**src/port_pin_pkg.sv**
```systemverilog
// Shared constants and types for the port pin function multiplexer.
//======================================================================
// Summary of operation
// Port 1 bits 2 and 3 only ever pull low when used as outputs, never drive high.
// The port 1 bit 2 pad carries the timer 0 count input or its open-drain overflow output.
// Port 1 bit 3 also feeds external interrupt 0 and carries I2C data; bit 2 carries I2C clock.
// Port 1 bit 5 is an input only and has no output driver at all.
// When the shared pad is the reset input (always at power-on, else if selected), low resets.
// The reset pad is sampled at the end of power-on to force in-system programming mode.
// Port 2 has 4 bits and during reset they are input-only with the pull-up disabled.
// Each port 2 pin has its own output type and acts as input or output according to it.
// Port 2 bit 2 carries SPI MOSI: output as master, input as slave.
// Port 2 bit 3 carries SPI MISO: input as master, output as slave.
// Port 2 bit 5 carries the SPI clock, output as master, input as slave; bit 4 is slave select.
// During reset port 1 is input-only with the pull-up disabled, each pin set up on its own.
// An enabled alternate function drives a shared pad in place of the port latch.
package port_pin_pkg;

   //======================================================================
   // Port pin output types
   typedef enum logic [1:0]
   {
      mode_quasi      = 2'h0,
      mode_push_pull  = 2'h1,
      mode_input_only = 2'h2,
      mode_open_drain = 2'h3
   } port_mode_e;

   localparam port_mode_e MODE_RST   = mode_input_only;
   localparam int         MODE_W     = 2;

   //======================================================================
   // Port 2 field positions, index 0 is pad bit 2
   localparam int P2_W      = 4;
   localparam int P2_MOSI   = 0;
   localparam int P2_MISO   = 1;
   localparam int P2_SEL    = 2;
   localparam int P2_SCK    = 3;

   //======================================================================
   // Port 1 field positions, index 0 is pad bit 2
   localparam int P1_W      = 2;
   localparam int P1_SCL    = 0;
   localparam int P1_SDA    = 1;

   // Bit of the user configuration byte that hands the shared pad to reset.
   localparam int UCFG_RST_SEL_BIT = 0;

   // Two flip-flops guard every pad input.
   localparam int SYNC_STAGES = 2;

endpackage

```
**src/pad_sync.sv**
```systemverilog
// Two flip-flop synchroniser for pad inputs.
`timescale 1ns/1ps
module pad_sync
#(
   parameter int W = 1
)
(
   // Clock and reset
   input  wire logic         sys_clk,
   input  wire logic         nrst,
   // Data
   input  wire logic [W-1:0] async_in,
   output logic      [W-1:0] sync_out
);

   logic [W-1:0] meta_ff;

   // The first stage is read by the second stage only. Pads idle high behind
   // their pull-ups, so both stages start high: a low start would look like a
   // reset pad held low for two edges after every reset.
   always_ff @(posedge sys_clk)
   begin
      if (!nrst)
      begin
         meta_ff  <= '1;
         sync_out <= '1;
      end
      else
      begin
         meta_ff  <= async_in;
         sync_out <= meta_ff;
      end
   end

endmodule

```
**src/pad_drive.sv**
```systemverilog
// Converts a pin output type and value into pad drive, enable and pull-up.
`timescale 1ns/1ps
module pad_drive
(
   // Configuration
   input  port_pin_pkg::port_mode_e mode,
   input  wire logic                val,
   // Pad controls
   output logic                     out,
   output logic                     oe,
   output logic                     pu
);

   // Quasi-bidirectional pins only pull low and lean on the weak pull-up for
   // the high level; the brief strong high pulse is left out here.
   always_comb
   begin
      out = 1'b0;
      oe  = 1'b0;
      pu  = 1'b0;
      unique case (mode)
         port_pin_pkg::mode_quasi:
         begin
            oe = !val;
            pu = 1'b1;
         end
         port_pin_pkg::mode_push_pull:
         begin
            out = val;
            oe  = 1'b1;
         end
         port_pin_pkg::mode_open_drain:
         begin
            oe = !val;
         end
         port_pin_pkg::mode_input_only:
         begin
            oe = 1'b0;
         end
      endcase
   end

endmodule

```
**src/port_pin_function_mux.sv**
```systemverilog
// Pad sharing between port 1/2 bits and timer, interrupt, I2C, SPI and reset.
`timescale 1ns/1ps
module port_pin_function_mux
(
   // Clock and system reset
   input  wire logic       sys_clk,
   input  wire logic       nrst,
   // Power-on and reset pad selection
   input  wire logic       por_active,
   input  wire logic [7:0] user_config_byte_one,
   output logic            dev_rst_n_ff,
   output logic            in_system_programming_mode,
   // Port 1 bit 2 pad
   input  wire logic       port1_bit2_in,
   output logic            port1_bit2_out,
   output logic            port1_bit2_oe,
   // Port 1 bit 3 pad
   input  wire logic       port1_bit3_in,
   output logic            port1_bit3_out,
   output logic            port1_bit3_oe,
   // Port 1 bit 5 pad, input only
   input  wire logic       port1_bit5_in,
   // Port 2 pads, index 0 is bit 2
   input  wire logic [3:0] port2_pad_in,
   output logic      [3:0] port2_pad_out,
   output logic      [3:0] port2_pad_oe,
   output logic      [3:0] port2_pad_pu,
   // Port 1 latches and output types, 1 selects open-drain output
   input  wire logic [1:0] p1_latch,
   input  wire logic [1:0] p1_od_en,
   output logic      [2:0] p1_pin_val,
   // Port 2 latches and output types
   input  wire logic [3:0] p2_latch,
   input  wire logic [7:0] p2_mode,
   output logic      [3:0] p2_pin_val,
   // Timer 0 and interrupt 0
   input  wire logic       t0_out_en,
   input  wire logic       t0_out_val,
   output logic            timer_zero_pin,
   output logic            ext_irq_zero_input,
   // I2C
   input  wire logic       i2c_en,
   input  wire logic       scl_out,
   input  wire logic       sda_out,
   output logic            scl_in,
   output logic            sda_in,
   // SPI
   input  wire logic       spi_en,
   input  wire logic       spi_master,
   input  wire logic       mosi_out,
   input  wire logic       miso_out,
   input  wire logic       sck_out,
   output logic            mosi_in,
   output logic            miso_in,
   output logic            sel_n_in,
   output logic            spi_serial_clock_pad
);

   //======================================================================
   // Pad input synchronisers
   logic [2:0] p1_sync;
   logic [3:0] p2_sync;

   pad_sync #(.W(3)) u_p1_sync
   (
      .sys_clk  (sys_clk),
      .nrst     (nrst),
      .async_in ({port1_bit5_in, port1_bit3_in, port1_bit2_in}),
      .sync_out (p1_sync)
   );

   pad_sync #(.W(port_pin_pkg::P2_W)) u_p2_sync
   (
      .sys_clk  (sys_clk),
      .nrst     (nrst),
      .async_in (port2_pad_in),
      .sync_out (p2_sync)
   );

   //======================================================================
   // Reset pad and programming mode entry
   logic rst_sel;
   logic rst_pad_low;
   logic rst_act;
   logic por_q_ff;

   assign rst_sel     = por_active || user_config_byte_one[port_pin_pkg::UCFG_RST_SEL_BIT];
   assign rst_pad_low = rst_sel && !p1_sync[2];
   assign rst_act     = !nrst || rst_pad_low;

   // The registered reset also covers the core and peripherals outside.
   always_ff @(posedge sys_clk)
   begin
      if (!nrst)
         dev_rst_n_ff <= 1'b0;
      else
         dev_rst_n_ff <= !rst_pad_low;
   end

   always_ff @(posedge sys_clk)
   begin
      if (!nrst)
         por_q_ff <= 1'b0;
      else
         por_q_ff <= por_active;
   end

   // The pad level is caught as power-on ends; it holds until nrst clears it or the next power-on ends.
   always_ff @(posedge sys_clk)
   begin
      if (!nrst)
         in_system_programming_mode <= 1'b0;
      else if (por_q_ff && !por_active)
         in_system_programming_mode <= !p1_sync[2];
   end

   //======================================================================
   // Port 1 bits 2 and 3, open-drain or input-only per p1_od_en
   logic [1:0] nxt_p1_oe;
   logic [1:0] p1_oe_ff;

   always_comb
   begin
      nxt_p1_oe = '0;
      if (rst_act)
         nxt_p1_oe = '0;
      else if (i2c_en)
      begin
         nxt_p1_oe[port_pin_pkg::P1_SCL] = !scl_out;
         nxt_p1_oe[port_pin_pkg::P1_SDA] = !sda_out;
      end
      else
      begin
         if (t0_out_en)
            nxt_p1_oe[port_pin_pkg::P1_SCL] = !t0_out_val;
         else
            nxt_p1_oe[0] = p1_od_en[0] && !p1_latch[0];
         nxt_p1_oe[1] = p1_od_en[1] && !p1_latch[1];
      end
   end

   always_ff @(posedge sys_clk)
   begin
      if (!nrst)
         p1_oe_ff <= '0;
      else
         p1_oe_ff <= nxt_p1_oe;
   end

   // These pads can only sink current, so the driven level is always low.
   assign port1_bit2_out = 1'b0;
   assign port1_bit3_out = 1'b0;
   assign port1_bit2_oe  = p1_oe_ff[0];
   assign port1_bit3_oe  = p1_oe_ff[1];

   //======================================================================
   // Inputs handed to the port readers and peripherals
   always_ff @(posedge sys_clk)
   begin
      if (!nrst)
      begin
         p1_pin_val         <= '0;
         p2_pin_val         <= '0;
         timer_zero_pin     <= 1'b0;
         ext_irq_zero_input <= 1'b0;
         scl_in             <= 1'b0;
         sda_in             <= 1'b0;
      end
      else
      begin
         p1_pin_val         <= p1_sync;
         p2_pin_val         <= p2_sync;
         timer_zero_pin     <= p1_sync[0];
         ext_irq_zero_input <= p1_sync[1];
         scl_in             <= p1_sync[0];
         sda_in             <= p1_sync[1];
      end
   end

   always_ff @(posedge sys_clk)
   begin
      if (!nrst)
      begin
         mosi_in              <= 1'b0;
         miso_in              <= 1'b0;
         sel_n_in             <= 1'b1;
         spi_serial_clock_pad <= 1'b0;
      end
      else
      begin
         mosi_in              <= p2_sync[port_pin_pkg::P2_MOSI];
         miso_in              <= p2_sync[port_pin_pkg::P2_MISO];
         sel_n_in             <= p2_sync[port_pin_pkg::P2_SEL];
         spi_serial_clock_pad <= p2_sync[port_pin_pkg::P2_SCK];
      end
   end

   //======================================================================
   // Port 2 alternate function selection
   logic [3:0] alt_own;
   logic [3:0] alt_drv;
   logic [3:0] alt_val;

   always_comb
   begin
      alt_own = {4{spi_en && !rst_act}};
      alt_drv = '0;
      alt_val = '0;
      alt_drv[port_pin_pkg::P2_MOSI] = spi_master;
      alt_val[port_pin_pkg::P2_MOSI] = mosi_out;
      alt_drv[port_pin_pkg::P2_MISO] = !spi_master;
      alt_val[port_pin_pkg::P2_MISO] = miso_out;
      alt_drv[port_pin_pkg::P2_SEL]  = 1'b0;
      alt_drv[port_pin_pkg::P2_SCK]  = spi_master;
      alt_val[port_pin_pkg::P2_SCK]  = sck_out;
   end

   //======================================================================
   // Port 2 per-pin output type and drive
   genvar gi;
   generate
      for (gi = 0; gi < port_pin_pkg::P2_W; gi++)
      begin : g_p2
         port_pin_pkg::port_mode_e mode_ff;
         port_pin_pkg::port_mode_e eff_mode;
         logic                     eff_val;
         logic                     d_out;
         logic                     d_oe;
         logic                     d_pu;

         // Output type is held at input-only through reset.
         always_ff @(posedge sys_clk)
         begin
            if (rst_act)
               mode_ff <= port_pin_pkg::MODE_RST;
            else
               mode_ff <= port_pin_pkg::port_mode_e'(
                          p2_mode[gi*port_pin_pkg::MODE_W +: port_pin_pkg::MODE_W]);
         end

         always_comb
         begin
            if (alt_own[gi])
            begin
               eff_mode = alt_drv[gi] ? port_pin_pkg::mode_push_pull
                                      : port_pin_pkg::mode_input_only;
               eff_val  = alt_val[gi];
            end
            else
            begin
               eff_mode = mode_ff;
               eff_val  = p2_latch[gi];
            end
         end

         pad_drive u_drive
         (
            .mode (eff_mode),
            .val  (eff_val),
            .out  (d_out),
            .oe   (d_oe),
            .pu   (d_pu)
         );

         always_ff @(posedge sys_clk)
         begin
            if (rst_act)
            begin
               port2_pad_out[gi] <= 1'b0;
               port2_pad_oe[gi]  <= 1'b0;
               port2_pad_pu[gi]  <= 1'b0;
            end
            else
            begin
               port2_pad_out[gi] <= d_out;
               port2_pad_oe[gi]  <= d_oe;
               port2_pad_pu[gi]  <= d_pu;
            end
         end
      end
   endgenerate
endmodule

```
**config.mk**
```make
export PLATFORM = sky130hd
export DESIGN_NAME = port_pin_function_mux
export DESIGN_NICKNAME = d
export VERILOG_FILES = /design/src/port_pin_pkg.sv /design/src/pad_sync.sv /design/src/pad_drive.sv /design/src/port_pin_function_mux.sv
export SDC_FILE = /design/constraint.sdc
export NUM_CORES = 1
export LEC_CHECK = 0
export BUFFER_PORTS_ARGS = -buffer_cell sky130_fd_sc_hd__buf_2
export CELL_PAD_IN_SITES_DETAIL_PLACEMENT = 0
export CELL_PAD_IN_SITES_GLOBAL_PLACEMENT = 1
export CORE_MARGIN = 5
export CORE_UTILIZATION = 32
export CTS_BUF_LIST = sky130_fd_sc_hd__clkbuf_4 sky130_fd_sc_hd__clkbuf_8
export CTS_CLUSTER_DIAMETER = 200
export DETAILED_ROUTE_END_ITERATION = 16
export PLACE_DENSITY_LB_ADDON = 0.1
export SLEW_MARGIN = 5
export SYNTH_ARGS = -nofsm -noshare
export SYNTH_HDL_FRONTEND = slang
export SYNTH_SLANG_ARGS = --single-unit
```
**constraint.sdc**
```tcl
create_clock -name sys_clk -period 1.63 [get_ports sys_clk]
set_clock_uncertainty 0.05 [all_clocks]
set_input_delay 0.326 -clock sys_clk [delete_from_list [all_inputs] [get_ports sys_clk]]
set_output_delay 0.326 -clock sys_clk [all_outputs]
set_load 0.005 [all_outputs]
```
==> report_table.html, run 1 <==
<table>
<tr><th>Metric</th><th>Value</th></tr>
<tr><th colspan="2">Run status</th></tr>
<tr><td>Result of the run</td><td>complete, but fails checks</td></tr>
<tr><td>Violated checks</td><td>negative setup slack</td></tr>
<tr><th colspan="2">Floorplan</th></tr>
<tr><td>Starting Density</td><td>0.3239</td></tr>
<tr><td>X dimension of the die</td><td>84.20 um</td></tr>
<tr><td>Die height</td><td>84.20 um</td></tr>
<tr><td>Area of the die</td><td>7089 um^2</td></tr>
<tr><td>Area inside the core boundary</td><td>5439 um^2</td></tr>
<tr><td>Std cell rows</td><td>27</td></tr>
<tr><td>Number of top-level pins</td><td>77</td></tr>
<tr><th colspan="2">Final layout</th></tr>
<tr><td>Number of antenna repair diodes</td><td>0</td></tr>
<tr><td>Share of layout cells above drive strength 1</td><td>0.5000</td></tr>
<tr><td>Area taken by multi-input logic gates</td><td>864.6 um^2</td></tr>
<tr><td>Number of non-filler instances in the completed layout</td><td>314</td></tr>
<tr><td>Final core utilization</td><td>0.4601</td></tr>
<tr><td>Area delta synth-&gt;final</td><td>42.05%</td></tr>
<tr><td>Footprint of the flip-flops and latches</td><td>942.2 um^2</td></tr>
<tr><td>Number of fillers in the final layout</td><td>536</td></tr>
<tr><td>Number of nets in the layout</td><td>297</td></tr>
<tr><th colspan="2">Logic synthesis</th></tr>
<tr><td>Synthesis Warnings</td><td>0</td></tr>
<tr><td>Proportion of synthesized chip area in sequential cells</td><td>0.5341</td></tr>
<tr><td>Flop and latch count out of synthesis</td><td>47</td></tr>
<tr><td>Fraction of registers with async set or reset after synthesis</td><td>0</td></tr>
<tr><td>Area of the mapped netlist</td><td>1762 um^2</td></tr>
<tr><td>Number of instances in the synthesized netlist</td><td>164</td></tr>
<tr><td>Ys flop type</td><td>dfxtp_1</td></tr>
<tr><td>Number of flops mapped to enable cells by yosys</td><td>0</td></tr>
<tr><td>Count of cell types in the netlist</td><td>28</td></tr>
<tr><td>Average cell area after synthesis</td><td>10.74 um^2</td></tr>
<tr><th colspan="2">Critical path</th></tr>
<tr><td>Buf/Inv on CP</td><td>1</td></tr>
<tr><td>Crit path max-delay family</td><td>compound AO/OA/AOI/OAI gates</td></tr>
<tr><td>Launching element type of the critical path</td><td>register</td></tr>
<tr><td>Peak fanout along the critical path</td><td>8</td></tr>
<tr><td>Peak per-stage delay on the critical path</td><td>0.33 ns</td></tr>
<tr><td>Slowest library cell on the worst path</td><td>dfxtp_2</td></tr>
<tr><td>Critical path arrival</td><td>1.81 ns</td></tr>
<tr><td>Startpoint-to-endpoint class of the critical path</td><td>reg2reg</td></tr>
<tr><td>Crit-path cells</td><td>o21bai_4 -&gt; and3_4 -&gt; buf_6 -&gt; o21a_1 -&gt; ha_2 -&gt; nor2b_2 -&gt; a211oi_2</td></tr>
<tr><td>Worst endpoint required time</td><td>1.81 ns</td></tr>
<tr><td>Endpoint kind of the worst setup timing path</td><td>register</td></tr>
<tr><th colspan="2">Pwr</th></tr>
<tr><td>Static Leakage</td><td>1.175 nW</td></tr>
<tr><td>Power density normalized to cell area</td><td>923.0 nW/um^2</td></tr>
<tr><td>Peak supply drop</td><td>0.4191 mV</td></tr>
<tr><th colspan="2">Place</th></tr>
<tr><td>PortBufs</td><td>67</td></tr>
<tr><td>HPWL after DPL</td><td>2.859 mm</td></tr>
<tr><td>Placed insts</td><td>305</td></tr>
<tr><td>GP Congestion</td><td>0.7744</td></tr>
<tr><th colspan="2">Clocking</th></tr>
<tr><td>Latest clock arrival within the worst-skew pair</td><td>0.30 ns</td></tr>
<tr><td>Clock slew seen by the registers of the worst setup and hold paths</td><td>0.09 ns</td></tr>
<tr><td>Buffers from clock root to sink, at most</td><td>2</td></tr>
<tr><td>CTS H-tree lvls</td><td>2</td></tr>
<tr><td>CTS tree</td><td>built</td></tr>
<tr><td>Clock sink total</td><td>47</td></tr>
<tr><td>CTS Root Buffer Type</td><td>clkbuf_8</td></tr>
<tr><td>Num CTS Buffers</td><td>5</td></tr>
<tr><td>Number of buffers inserted by hold repair at cts</td><td>0</td></tr>
<tr><th colspan="2">Global routing</th></tr>
<tr><td>Fraction of met2 tracks used by global routing</td><td>0.1966</td></tr>
<tr><td>Number of antenna violations at the first check in global routing</td><td>0</td></tr>
<tr><td>All-Layer GR Usage</td><td>0.1100</td></tr>
<tr><td>Number of global-route vias before repair</td><td>1408</td></tr>
<tr><td>Met3 layer usage reported by global route</td><td>0.03925</td></tr>
<tr><td>Maximum number of pins on one net before global-route repair</td><td>25</td></tr>
<tr><td>Global-route wire length before repair</td><td>6.327 mm</td></tr>
<tr><td>Fraction of met1 tracks used by global routing</td><td>0.1200</td></tr>
<tr><td>Layer carrying the most global-route usage</td><td>met2</td></tr>
<tr><td>Remaining global-route overflow</td><td>0</td></tr>
<tr><th colspan="2">STA</th></tr>
<tr><td>RSZ-0062 raised after global routing</td><td>yes</td></tr>
<tr><td>Maximum clock frequency</td><td>0.6121 GHz</td></tr>
<tr><td>Number of setup violations in the final report</td><td>1</td></tr>
<tr><td>Final cycle utilization of the critical path</td><td>1.002</td></tr>
<tr><td>Final hold violation count</td><td>0</td></tr>
<tr><td>Max-slew violations</td><td>0</td></tr>
<tr><td>Worst-case setup margin in the final layout</td><td>-0.003760 ns</td></tr>
<tr><td>Shortest period the worst path allows</td><td>1.634 ns</td></tr>
<tr><td>Final sum of negative setup slack</td><td>-0.003760 ns</td></tr>
<tr><th colspan="2">Flow run</th></tr>
<tr><td>Max-cap violations</td><td>0</td></tr>
<tr><th colspan="2">Drt</th></tr>
<tr><td>Post-Route WL</td><td>3.831 mm</td></tr>
<tr><td>Average routed wire per standard cell</td><td>12.20 um</td></tr>
<tr><td>Average vias per placed instance</td><td>4.283</td></tr>
<tr><td>Iteration count of the initial detailed-routing pass</td><td>4</td></tr>
<tr><td>Count of nets left with antenna violations after detail routing</td><td>0</td></tr>
<tr><td>Iteration-0 DRC Markers</td><td>21</td></tr>
<tr><td>DRC violation count after routing</td><td>0</td></tr>
<tr><td>Via count</td><td>1345</td></tr>
<tr><th colspan="2">Worst hold path</th></tr>
<tr><td>Worst min-delay path class</td><td>in2reg</td></tr>
</table>
[cell usage in the layout, fill, tap and decap left out, types with 5 or more instances in the layout]
cell type,n
and2_1,8
and3_1,9
buf_2,67
buf_4,13
clkbuf_8,5
dfxtp_1,46
ha_4,6
inv_1,7
nand2b_1,20
[cell families (layout without fill, tap and decap cells)]
| kind of cell | after synthesis | in the layout | share of synthesized area |
|---|---|---|---|
| AOI/OAI and AO/OA | 18 | 18 | 0.06818 |
| adders and majority gates | 12 | 12 | 0.08523 |
| buffers and inverters | 22 | 99 | 0.07315 |
| DFF | 47 | 47 | 0.5341 |
| muxes | 5 | 5 | 0.03125 |
| other | 1 | 2 | 0.002129 |
| and+or+nand+nor | 59 | 59 | 0.2060 |
[power breakdown]
group | switching (mW) | internal [mW]
Clock | 0.388 | 0.325
Sequential | 0.0197 | 1.21
Combinational | 0.160 | 0.204
[cell type report]
class	instances	area share
clock buffers	6	0.03050
clock inverters	2	0.006500
inverters	7	0.01050
multi-input cells	96	0.3455
flip-flops and latches	47	0.3765
well taps	72	0.03600
repair buffers	84	0.1945
[layer usage]
layer | vias to the layer above | share of wire | routed length [um]
li1 | 672 | - | -
met1 | 615 | 0.41 | 1567
met2 | 50 | 0.49 | 1896
met3 | 8 | 0.078 | 300
met4 | 0 | 0.017 | 67
met5 | - | 0 | 0
[stage by stage]
step	cell area, um^2	worst slack (ns)	total power, mW	hold WS [ns]
floorplan	1788	-0.01312	1.426	0.3363
global route	2502	-0.07760	2.447	0.1396
finish	2502	-0.003760	2.310	0.1496
CTS	2394	-0.002517	2.315	0.1409
detailed placement	2237	-0.3013	1.567	0.3409
global placement	2237	-0.2470	1.556	0.3397
[sequential cells by signal, indices dropped and copies added, names as in the netlist, 2 cells and up]
signal              flops
g_p2.mode_ff            8
p1_oe_ff                2
p1_pin_val              3
p2_pin_val              4
port2_pad_oe            4
port2_pad_out           4
port2_pad_pu            4
u_p1_sync.meta_ff       3
u_p1_sync.sync_out      3
u_p2_sync.meta_ff       4
u_p2_sync.sync_out      4
[synth_stat cells (all sizes together) (4+ instances only)]
master   n  share of area
and3    12          0.043
o21a     5          0.021
nor2b    6          0.021
a211oi   4          0.017
o21ai    5          0.014
dfxtp   47           0.53
nand2b  21          0.075
inv      7          0.015
ha      12          0.085
mux2     4          0.026
and2     8          0.028
nor2     4         0.0085
buf     12          0.052
[repair_timing]
action	in CTS	in global routing
cloned	0	0
pin swaps	4	9
setup endpoints to repair	6	7
hold endpoints to repair	0	0
resized for setup	11	23
buffers inserted	1	0
[worst paths after layout]
kind	start	to	slack, ns	cells past startpoint
hold / removal	port2_pad_in[1]	u_p2_sync.meta_ff[1]	0.15	2
setup / recovery	u_p1_sync.sync_out[2]	port2_pad_oe[0]	-0.004	7
setup reg to reg	u_p1_sync.sync_out[2]	port2_pad_oe[0]	-0.004	7
hold reg to reg	u_p2_sync.meta_ff[3]	u_p2_sync.sync_out[3]	0.36	1
Power figures use the tool's default switching activity.
==> run 2, diff against run 1 <==
CORE_UTILIZATION = 39   (was 32)
clock period = 2.1 ns   (was 1.63 ns; I/O delays follow)
==> run 2 against run 1 <==
Against the previous run:
- the run now ends clean
- setup slack better by 0.32 ns
- register-to-register slack better by 0.32 ns
- critical path depth stayed put
- highest routed layer unchanged
- power is 26% lower
- first-iteration DRC count grew to 2.5 times the previous value
- hold slack better by 0.097 ns
==> report_table.html, run 2 (synthesis gave the netlist of run 1 again) <==
<table>
<tr><th>Metric</th><th>Value</th></tr>
<tr><th colspan="2">Floorplan</th></tr>
<tr><td>Number of top-level pins</td><td>77 (unchanged)</td></tr>
<tr><td>X dimension of the die</td><td>77.21 um (-8.3%)</td></tr>
<tr><td>Std cell rows</td><td>24 (-11%)</td></tr>
<tr><td>Area inside the core boundary</td><td>4354 um^2 (-20%)</td></tr>
<tr><td>Starting Density</td><td>0.4046 (+0.08070)</td></tr>
<tr><td>Die height</td><td>77.21 um (-8.3%)</td></tr>
<tr><td>Area of the die</td><td>5961 um^2 (-16%)</td></tr>
<tr><th colspan="2">Clocking</th></tr>
<tr><td>CTS tree</td><td>built</td></tr>
<tr><td>Clock slew seen by the registers of the worst setup and hold paths</td><td>0.09 ns (about the same)</td></tr>
<tr><td>Post-CTS Setup Bufs</td><td>0 (-1)</td></tr>
<tr><td>CTS Root Buffer Type</td><td>clkbuf_8</td></tr>
<tr><td>Buffers from clock root to sink, at most</td><td>2 (unchanged)</td></tr>
<tr><td>Clock sink total</td><td>47 (unchanged)</td></tr>
<tr><td>Num CTS Buffers</td><td>5 (unchanged)</td></tr>
<tr><td>CTS H-tree lvls</td><td>2 (unchanged)</td></tr>
<tr><td>Latest clock arrival within the worst-skew pair</td><td>0.30 ns (about the same)</td></tr>
<tr><td>Cts repair resizes</td><td>0 (-11)</td></tr>
<tr><td>Number of buffers inserted by hold repair at cts</td><td>0 (unchanged)</td></tr>
<tr><th colspan="2">STA</th></tr>
<tr><td>Maximum clock frequency</td><td>0.5603 GHz (-8.5%)</td></tr>
<tr><td>Final hold violation count</td><td>0 (unchanged)</td></tr>
<tr><td>Shortest period the worst path allows</td><td>1.785 ns (+0.1509 ns)</td></tr>
<tr><td>Final cycle utilization of the critical path</td><td>0.8499 (-0.1525)</td></tr>
<tr><td>Number of setup violations in the final report</td><td>0 (-1)</td></tr>
<tr><td>RSZ-0062 raised after global routing</td><td>no</td></tr>
<tr><td>Max-slew violations</td><td>0 (unchanged)</td></tr>
<tr><td>Worst-case setup margin in the final layout</td><td>0.3153 ns (+0.3191 ns)</td></tr>
<tr><td>Final sum of negative setup slack</td><td>0 ns (+0.003760 ns)</td></tr>
<tr><th colspan="2">Drt</th></tr>
<tr><td>Average routed wire per standard cell</td><td>11.56 um (-5.2%)</td></tr>
<tr><td>Iteration count of the initial detailed-routing pass</td><td>4 (unchanged)</td></tr>
<tr><td>Average vias per placed instance</td><td>4.511 (+5.3%)</td></tr>
<tr><td>Iteration-0 DRC Markers</td><td>53 (+150%)</td></tr>
<tr><td>DRC violation count after routing</td><td>0 (unchanged)</td></tr>
<tr><td>Count of nets left with antenna violations after detail routing</td><td>0 (unchanged)</td></tr>
<tr><td>Via count</td><td>1272 (-5.4%)</td></tr>
<tr><td>Post-Route WL</td><td>3.260 mm (-15%)</td></tr>
<tr><th colspan="2">Run status</th></tr>
<tr><td>Result of the run</td><td>finished, final reports clean</td></tr>
<tr><th colspan="2">Global routing</th></tr>
<tr><td>All-Layer GR Usage</td><td>0.1118 (+0.001789)</td></tr>
<tr><td>Number of global-route vias before repair</td><td>1245 (-12%)</td></tr>
<tr><td>Global-route wire length before repair</td><td>5.368 mm (-15%)</td></tr>
<tr><td>Maximum number of pins on one net before global-route repair</td><td>26 (+4.0%)</td></tr>
<tr><td>Number of antenna violations at the first check in global routing</td><td>0 (unchanged)</td></tr>
<tr><td>Remaining global-route overflow</td><td>0 (unchanged)</td></tr>
<tr><th colspan="2">Pwr</th></tr>
<tr><td>Total chip power</td><td>1.705 mW (-26%)</td></tr>
<tr><td>Static Leakage</td><td>1.109 nW (-5.6%)</td></tr>
<tr><td>Peak supply drop</td><td>0.3527 mV (-16%)</td></tr>
<tr><td>Power density normalized to cell area</td><td>776.9 nW/um^2 (-16%)</td></tr>
<tr><th colspan="2">Critical path</th></tr>
<tr><td>Critical path arrival</td><td>1.95 ns (+0.14 ns)</td></tr>
<tr><td>Start point of the critical path</td><td>u_p1_sync.sync_out[2]</td></tr>
<tr><td>End point of the critical path</td><td>port2_pad_oe[1]</td></tr>
<tr><td>Startpoint-to-endpoint class of the critical path</td><td>reg2reg</td></tr>
<tr><td>Peak fanout along the critical path</td><td>10 (+2)</td></tr>
<tr><td>Startpoint of the most critical register-to-register path</td><td>u_p1_sync.sync_out[2]</td></tr>
<tr><td>Register-to-register path setup slack</td><td>0.32 ns (+0.32 ns)</td></tr>
<tr><td>Depth of the most critical reg-to-reg path</td><td>7 (unchanged)</td></tr>
<tr><td>Worst flop-to-flop path endpoint</td><td>port2_pad_oe[1]</td></tr>
<tr><td>Endpoint kind of the worst setup timing path</td><td>register</td></tr>
<tr><td>Worst endpoint required time</td><td>2.27 ns (+0.46 ns)</td></tr>
<tr><td>Launching element type of the critical path</td><td>register</td></tr>
<tr><th colspan="2">Place</th></tr>
<tr><td>Worst slack, placed</td><td>0.08772 ns (+0.3890 ns)</td></tr>
<tr><td>PortBufs</td><td>67 (unchanged)</td></tr>
<tr><td>HPWL after DPL</td><td>2.579 mm (-9.8%)</td></tr>
<tr><td>GP Congestion</td><td>0.7495 (-3.2%)</td></tr>
<tr><th colspan="2">Final layout</th></tr>
<tr><td>Number of antenna repair diodes</td><td>0 (unchanged)</td></tr>
<tr><td>Number of nets in the layout</td><td>285 (-4.0%)</td></tr>
<tr><td>Area delta synth-&gt;final</td><td>24.57%</td></tr>
<tr><td>Register with the most flip-flops</td><td>g_p2.mode_ff</td></tr>
<tr><td>Share of layout cells above drive strength 1</td><td>0.3739 (-0.1261)</td></tr>
<tr><td>Most common cell after layout, fill and taps aside</td><td>buf_2</td></tr>
<tr><td>Largest register FFs</td><td>8 (unchanged)</td></tr>
<tr><td>Top library cells by usage in the layout, fill and taps aside</td><td>buf_2 (67), dfxtp_1 (47), nand2b_1 (21)</td></tr>
<tr><th colspan="2">Flow run</th></tr>
<tr><td>Max-cap violations</td><td>0 (unchanged)</td></tr>
<tr><th colspan="2">Worst hold path</th></tr>
<tr><td>Worst min-delay path class</td><td>in2reg</td></tr>
<tr><td>Startpoint of the worst hold path</td><td>port1_bit2_in</td></tr>
</table>
-- run 2: changes by cell type in the layout (fill, tap and decap cells not counted), moves of 3 or more --
cell | previous run | this run
o21ai_0 | 2 | 5
ha_1 | 4 | 12
and3_4 | 3 | 0
and3_1 | 9 | 12
ha_4 | 6 | 0
buf_6 | 3 | 0
buf_4 | 13 | 5
-- run 2: critical path: stages, from the launching register on --
cell	delay (ns)
dfxtp_1	0.36
o21bai_1	0.14
buf_4	0.19
nand4_2	0.23
o21a_1	0.20
ha_1	0.30
nor2b_1	0.05
a211oi_1	0.18
-- run 2: through the flow --
step | cells | instance area, um^2 | hold WS (ns) | utilization
3_3_place_gp | 274 | 2101 | 0.3397 | 0.4825
6_report | 282 | 2195 | 0.2468 | 0.5040
3_5_place_dp | 274 | 2101 | 0.3457 | 0.4825
4_1_cts | 282 | 2195 | 0.2356 | 0.5040
5_1_grt | 282 | 2195 | 0.2426 | 0.5040
2_1_floorplan | 165 | 1765 | 0.3363 | -
-- run 2: layout make-up --
class,instances,area [um^2]
fillers,421,2160
flip-flops and latches,47,940.9
multi-input cells,96,695.7
repair buffers,72,372.9
clock buffers,6,76.32
well taps,52,65.06
inverters,7,26.28
clock inverters,2,17.52
-- run 2: how the worst min path moves through the flow --
stage | endpoint | slack, ns | cells after the start
CTS | u_p2_sync.meta_ff[1] | 0.24 | 2
finish | u_p1_sync.meta_ff[0] | 0.25 | 2
detailed placement | u_p2_sync.sync_out[3] | 0.35 | 1
global route | u_p1_sync.meta_ff[0] | 0.24 | 2
global placement | u_p1_sync.sync_out[2] | 0.34 | 1
floorplan | u_p1_sync.sync_out[0] | 0.34 | 1
-- run 2: report_power, final --
part	total, mW	internal, mW	switching [mW]	leakage (nW)
registers	0.954	0.941	0.0125	0.390
logic	0.205	0.110	0.0947	0.670
clock network	0.546	0.252	0.295	0.0488
-- run 2: per-layer routing --
layer / share of wire / GRT usage
met1: 0.39 / 0.1109
met2: 0.51 / 0.2012
met3: 0.093 / 0.04801
met4: 0.015 / 0.04639
met5: 0 / 0
==> run 3, diff against run 2 <==
ABC_AREA = 1   (was not set)
CORE_UTILIZATION = 35   (was 39)
clock period = 1.7 ns   (was 2.1 ns; I/O delays follow)
==> run 3 against run 2 <==
Against the previous run:
- power rose by 29%
- sequential cell count is the same
- sequential power up 24%
==> report_table.html, run 3 <==
<table>
<tr><th>Metric</th><th>Value</th></tr>
<tr><th colspan="2">Pwr</th></tr>
<tr><td>Net switching power</td><td>538.1 uW (+34%)</td></tr>
<tr><td>Internal power</td><td>1.667 mW (+28%)</td></tr>
<tr><td>Share of power burned in the clock network</td><td>0.316 (-0.004)</td></tr>
<tr><td>Switching part of the total power</td><td>0.2440 (+0.008449)</td></tr>
<tr><td>Sequential Power Share</td><td>0.536 (-0.023)</td></tr>
<tr><td>Total chip power</td><td>2.205 mW (+29%)</td></tr>
<tr><td>Power density normalized to cell area</td><td>894.5 nW/um^2 (+15%)</td></tr>
<tr><td>Peak supply drop</td><td>0.4314 mV (+22%)</td></tr>
<tr><td>Static Leakage</td><td>1.352 nW (+22%)</td></tr>
<tr><td>Combinational group share of total power</td><td>0.148 (+0.028)</td></tr>
<tr><th colspan="2">Worst hold path</th></tr>
<tr><td>Worst min-delay path class</td><td>in2reg</td></tr>
<tr><th colspan="2">Final layout</th></tr>
<tr><td>Post-route design area</td><td>2465 um^2 (+12%)</td></tr>
<tr><td>Register with the most flip-flops</td><td>g_p2.mode_ff</td></tr>
<tr><td>Top library cells by usage in the layout, fill and taps aside</td><td>buf_2 (67), dfxtp_1 (46), inv_1 (40)</td></tr>
<tr><td>Most common cell after layout, fill and taps aside</td><td>buf_2</td></tr>
<tr><td>Area delta synth-&gt;final</td><td>34.93%</td></tr>
<tr><td>Number of nets in the layout</td><td>341 (+20%)</td></tr>
<tr><td>Largest register FFs</td><td>8 (unchanged)</td></tr>
<tr><td>Number of antenna repair diodes</td><td>0 (unchanged)</td></tr>
<tr><td>Share of layout cells above drive strength 1</td><td>0.4196 (+0.04567)</td></tr>
<tr><th colspan="2">Logic synthesis</th></tr>
<tr><td>Area contributors post-synth</td><td>dfxtp_1 (52%), inv_1 (8.4%), ha_1 (8.2%)</td></tr>
<tr><td>Number of flops mapped to enable cells by yosys</td><td>0 (unchanged)</td></tr>
<tr><td>Synthesis Warnings</td><td>0 (unchanged)</td></tr>
<tr><td>Proportion of synthesized chip area in sequential cells</td><td>0.5151 (-0.01902)</td></tr>
<tr><td>Flop and latch count out of synthesis</td><td>47 (unchanged)</td></tr>
<tr><td>Ys flop type</td><td>dfxtp_1</td></tr>
<tr><td>Area of the mapped netlist</td><td>1827 um^2 (+3.7%)</td></tr>
<tr><td>Count of cell types in the netlist</td><td>24 (-14%)</td></tr>
<tr><td>Synth area leader</td><td>dfxtp_1</td></tr>
<tr><td>Yosys top cell area share</td><td>0.5151 (-0.01902)</td></tr>
<tr><td>Most common cell in the synthesized netlist</td><td>dfxtp_1</td></tr>
<tr><td>Average cell area after synthesis</td><td>8.999 um^2 (-16%)</td></tr>
<tr><td>Most frequent cells after synthesis</td><td>dfxtp_1 (47), inv_1 (41), nand2_1 (20), nor2_1 (14), or2_1 (13)</td></tr>
<tr><td>Number of instances in the synthesized netlist</td><td>203 (+24%)</td></tr>
<tr><td>Fraction of registers with async set or reset after synthesis</td><td>0 (unchanged)</td></tr>
<tr><th colspan="2">STA</th></tr>
<tr><td>Maximum clock frequency</td><td>0.6170 GHz (+10%)</td></tr>
<tr><td>Max-slew violations</td><td>0 (unchanged)</td></tr>
<tr><td>Final worst hold slack</td><td>0.1690 ns (-0.07782 ns)</td></tr>
<tr><td>Shortest period the worst path allows</td><td>1.621 ns (-0.1639 ns)</td></tr>
<tr><td>Final sum of negative setup slack</td><td>0 ns (unchanged)</td></tr>
<tr><td>Number of setup violations in the final report</td><td>0 (unchanged)</td></tr>
<tr><td>Final hold violation count</td><td>0 (unchanged)</td></tr>
<tr><td>Final cycle utilization of the critical path</td><td>0.9534 (+0.1036)</td></tr>
<tr><td>RSZ-0062 raised after global routing</td><td>yes</td></tr>
<tr><th colspan="2">Critical path</th></tr>
<tr><td>Startpoint-to-endpoint class of the critical path</td><td>reg2reg</td></tr>
<tr><td>Critical path arrival</td><td>1.81 ns (-0.14 ns)</td></tr>
<tr><td>Endpoint kind of the worst setup timing path</td><td>register</td></tr>
<tr><td>Peak fanout along the critical path</td><td>6 (-4)</td></tr>
<tr><td>Launching element type of the critical path</td><td>register</td></tr>
<tr><td>Worst endpoint required time</td><td>1.89 ns (-0.38 ns)</td></tr>
<tr><th colspan="2">Clocking</th></tr>
<tr><td>Clock sink total</td><td>47 (unchanged)</td></tr>
<tr><td>CTS H-tree lvls</td><td>2 (unchanged)</td></tr>
<tr><td>Latest clock arrival within the worst-skew pair</td><td>0.29 ns (about the same)</td></tr>
<tr><td>CTS tree</td><td>built</td></tr>
<tr><td>Number of buffers inserted by hold repair at cts</td><td>0 (unchanged)</td></tr>
<tr><td>Clock slew seen by the registers of the worst setup and hold paths</td><td>0.09 ns (about the same)</td></tr>
<tr><td>CTS Root Buffer Type</td><td>clkbuf_8</td></tr>
<tr><td>Buffers from clock root to sink, at most</td><td>2 (unchanged)</td></tr>
<tr><td>Num CTS Buffers</td><td>5 (unchanged)</td></tr>
<tr><th colspan="2">Drt</th></tr>
<tr><td>Via count</td><td>1389 (+9.2%)</td></tr>
<tr><td>Post-Route WL</td><td>3.296 mm (+1.1%)</td></tr>
<tr><td>DRC violation count after routing</td><td>0 (unchanged)</td></tr>
<tr><td>Count of nets left with antenna violations after detail routing</td><td>0 (unchanged)</td></tr>
<tr><td>Iteration count of the initial detailed-routing pass</td><td>4 (unchanged)</td></tr>
<tr><td>Average routed wire per standard cell</td><td>9.258 um (-20%)</td></tr>
<tr><td>Average vias per placed instance</td><td>3.902 (-14%)</td></tr>
<tr><td>Iteration-0 DRC Markers</td><td>40 (-25%)</td></tr>
<tr><th colspan="2">Place</th></tr>
<tr><td>PortBufs</td><td>67 (unchanged)</td></tr>
<tr><td>Area after DPL</td><td>2312 um^2 (+10%)</td></tr>
<tr><td>GP Congestion</td><td>0.7083 (-5.5%)</td></tr>
<tr><td>HPWL after DPL</td><td>2.528 mm (-2.0%)</td></tr>
<tr><th colspan="2">Floorplan</th></tr>
<tr><td>Die height</td><td>82.25 um (+6.5%)</td></tr>
<tr><td>Area of the die</td><td>6764 um^2 (+13%)</td></tr>
<tr><td>Std cell rows</td><td>26 (+8.3%)</td></tr>
<tr><td>Number of top-level pins</td><td>77 (unchanged)</td></tr>
<tr><td>Area inside the core boundary</td><td>5075 um^2 (+17%)</td></tr>
<tr><td>X dimension of the die</td><td>82.25 um (+6.5%)</td></tr>
<tr><td>Starting Density</td><td>0.3600 (-0.04464)</td></tr>
<tr><th colspan="2">Global routing</th></tr>
<tr><td>Number of antenna violations at the first check in global routing</td><td>0 (unchanged)</td></tr>
<tr><td>Global-route wire length before repair</td><td>5.181 mm (-3.5%)</td></tr>
<tr><td>All-Layer GR Usage</td><td>0.1015 (-0.01033)</td></tr>
<tr><td>Maximum number of pins on one net before global-route repair</td><td>21 (-19%)</td></tr>
<tr><td>Number of global-route vias before repair</td><td>1218 (-2.2%)</td></tr>
<tr><td>Remaining global-route overflow</td><td>0 (unchanged)</td></tr>
<tr><th colspan="2">Flow run</th></tr>
<tr><td>Max-cap violations</td><td>0 (unchanged)</td></tr>
<tr><th colspan="2">Run status</th></tr>
<tr><td>Result of the run</td><td>finished, final reports clean</td></tr>
</table>
## run 3: logic make-up after synthesis
group,count (synthesis),share of synthesized area
fa+ha+maj,12,0.08219
buf+inv,59,0.1459
compound gates,15,0.06097
other cells,1,0.002053
flops,47,0.5151
simple gates,69,0.1938
## run 3: worst max-delay path, stage by stage, from the launching register on
cell and delay [ns]:
dfxtp_2 0.34, inv_2 0.06, o21ai_4 0.06, nand3_4 0.12
clkinv_4 0.09, buf_4 0.14, o21ai_4 0.12, inv_2 0.06
ha_4 0.25, inv_1 0.03, a21oi_1 0.13, nand2_1 0.07
inv_1 0.05
## run 3: layout make-up
class                      instances  area [um^2]
fill                             502         2610
sequential                        47        942.2
multi-input combinational         98        660.6
timing repair buffer              87        498.0
inverter                          46        177.7
tap                               70        87.58
clock buffer                       6        82.58
clock inverter                     2        16.27
## run 3: power by group through the flow
| stage | combinational (mW) | sequential [mW] | clock, mW |
|---|---|---|---|
| finish | 0.326 | 1.18 | 0.696 |
| CTS | 0.318 | 1.18 | 0.735 |
| detailed placement | 0.317 | 1.21 | 0 |
| global placement | 0.316 | 1.21 | 0 |
| floorplan | 0.168 | 1.21 | 0 |
| global route | 0.374 | 1.19 | 0.786 |
## run 3: stage by stage
stage / cells / utilization / setup WS, ns
after floorplan: 204 / - / 0.06856
after global placement: 346 / 0.4556 / -0.06587
after detailed placement: 346 / 0.4556 / -0.07885
after CTS: 354 / 0.4751 / 0.007043
after global routing: 356 / 0.4857 / -0.02438
final: 356 / 0.4857 / 0.07920
## run 3: final timing paths
path / start / end / slack [ns] / depth (start not counted)
worst min-delay path: port2_pad_in[0] / u_p2_sync.meta_ff[0] / 0.17 / 2
worst max register to register: u_p1_sync.sync_out[2] / port2_pad_oe[1] / 0.08 / 12
worst min register to register: u_p1_sync.meta_ff[1] / u_p1_sync.sync_out[1] / 0.36 / 1
worst max-delay path: u_p1_sync.sync_out[2] / port2_pad_oe[1] / 0.08 / 12
## run 3: layer usage
metal  wire length, um  global-route usage
met1              1484              0.1191
met2              1355              0.1603
met3               403             0.04338
met4                53             0.04485
met5                 0                   0
## run 3: timing repair
item / in CTS / in global routing
endpoints found under the setup margin: 0 / 4
setup buffers: 0 / 2
gates resized for setup: 0 / 7
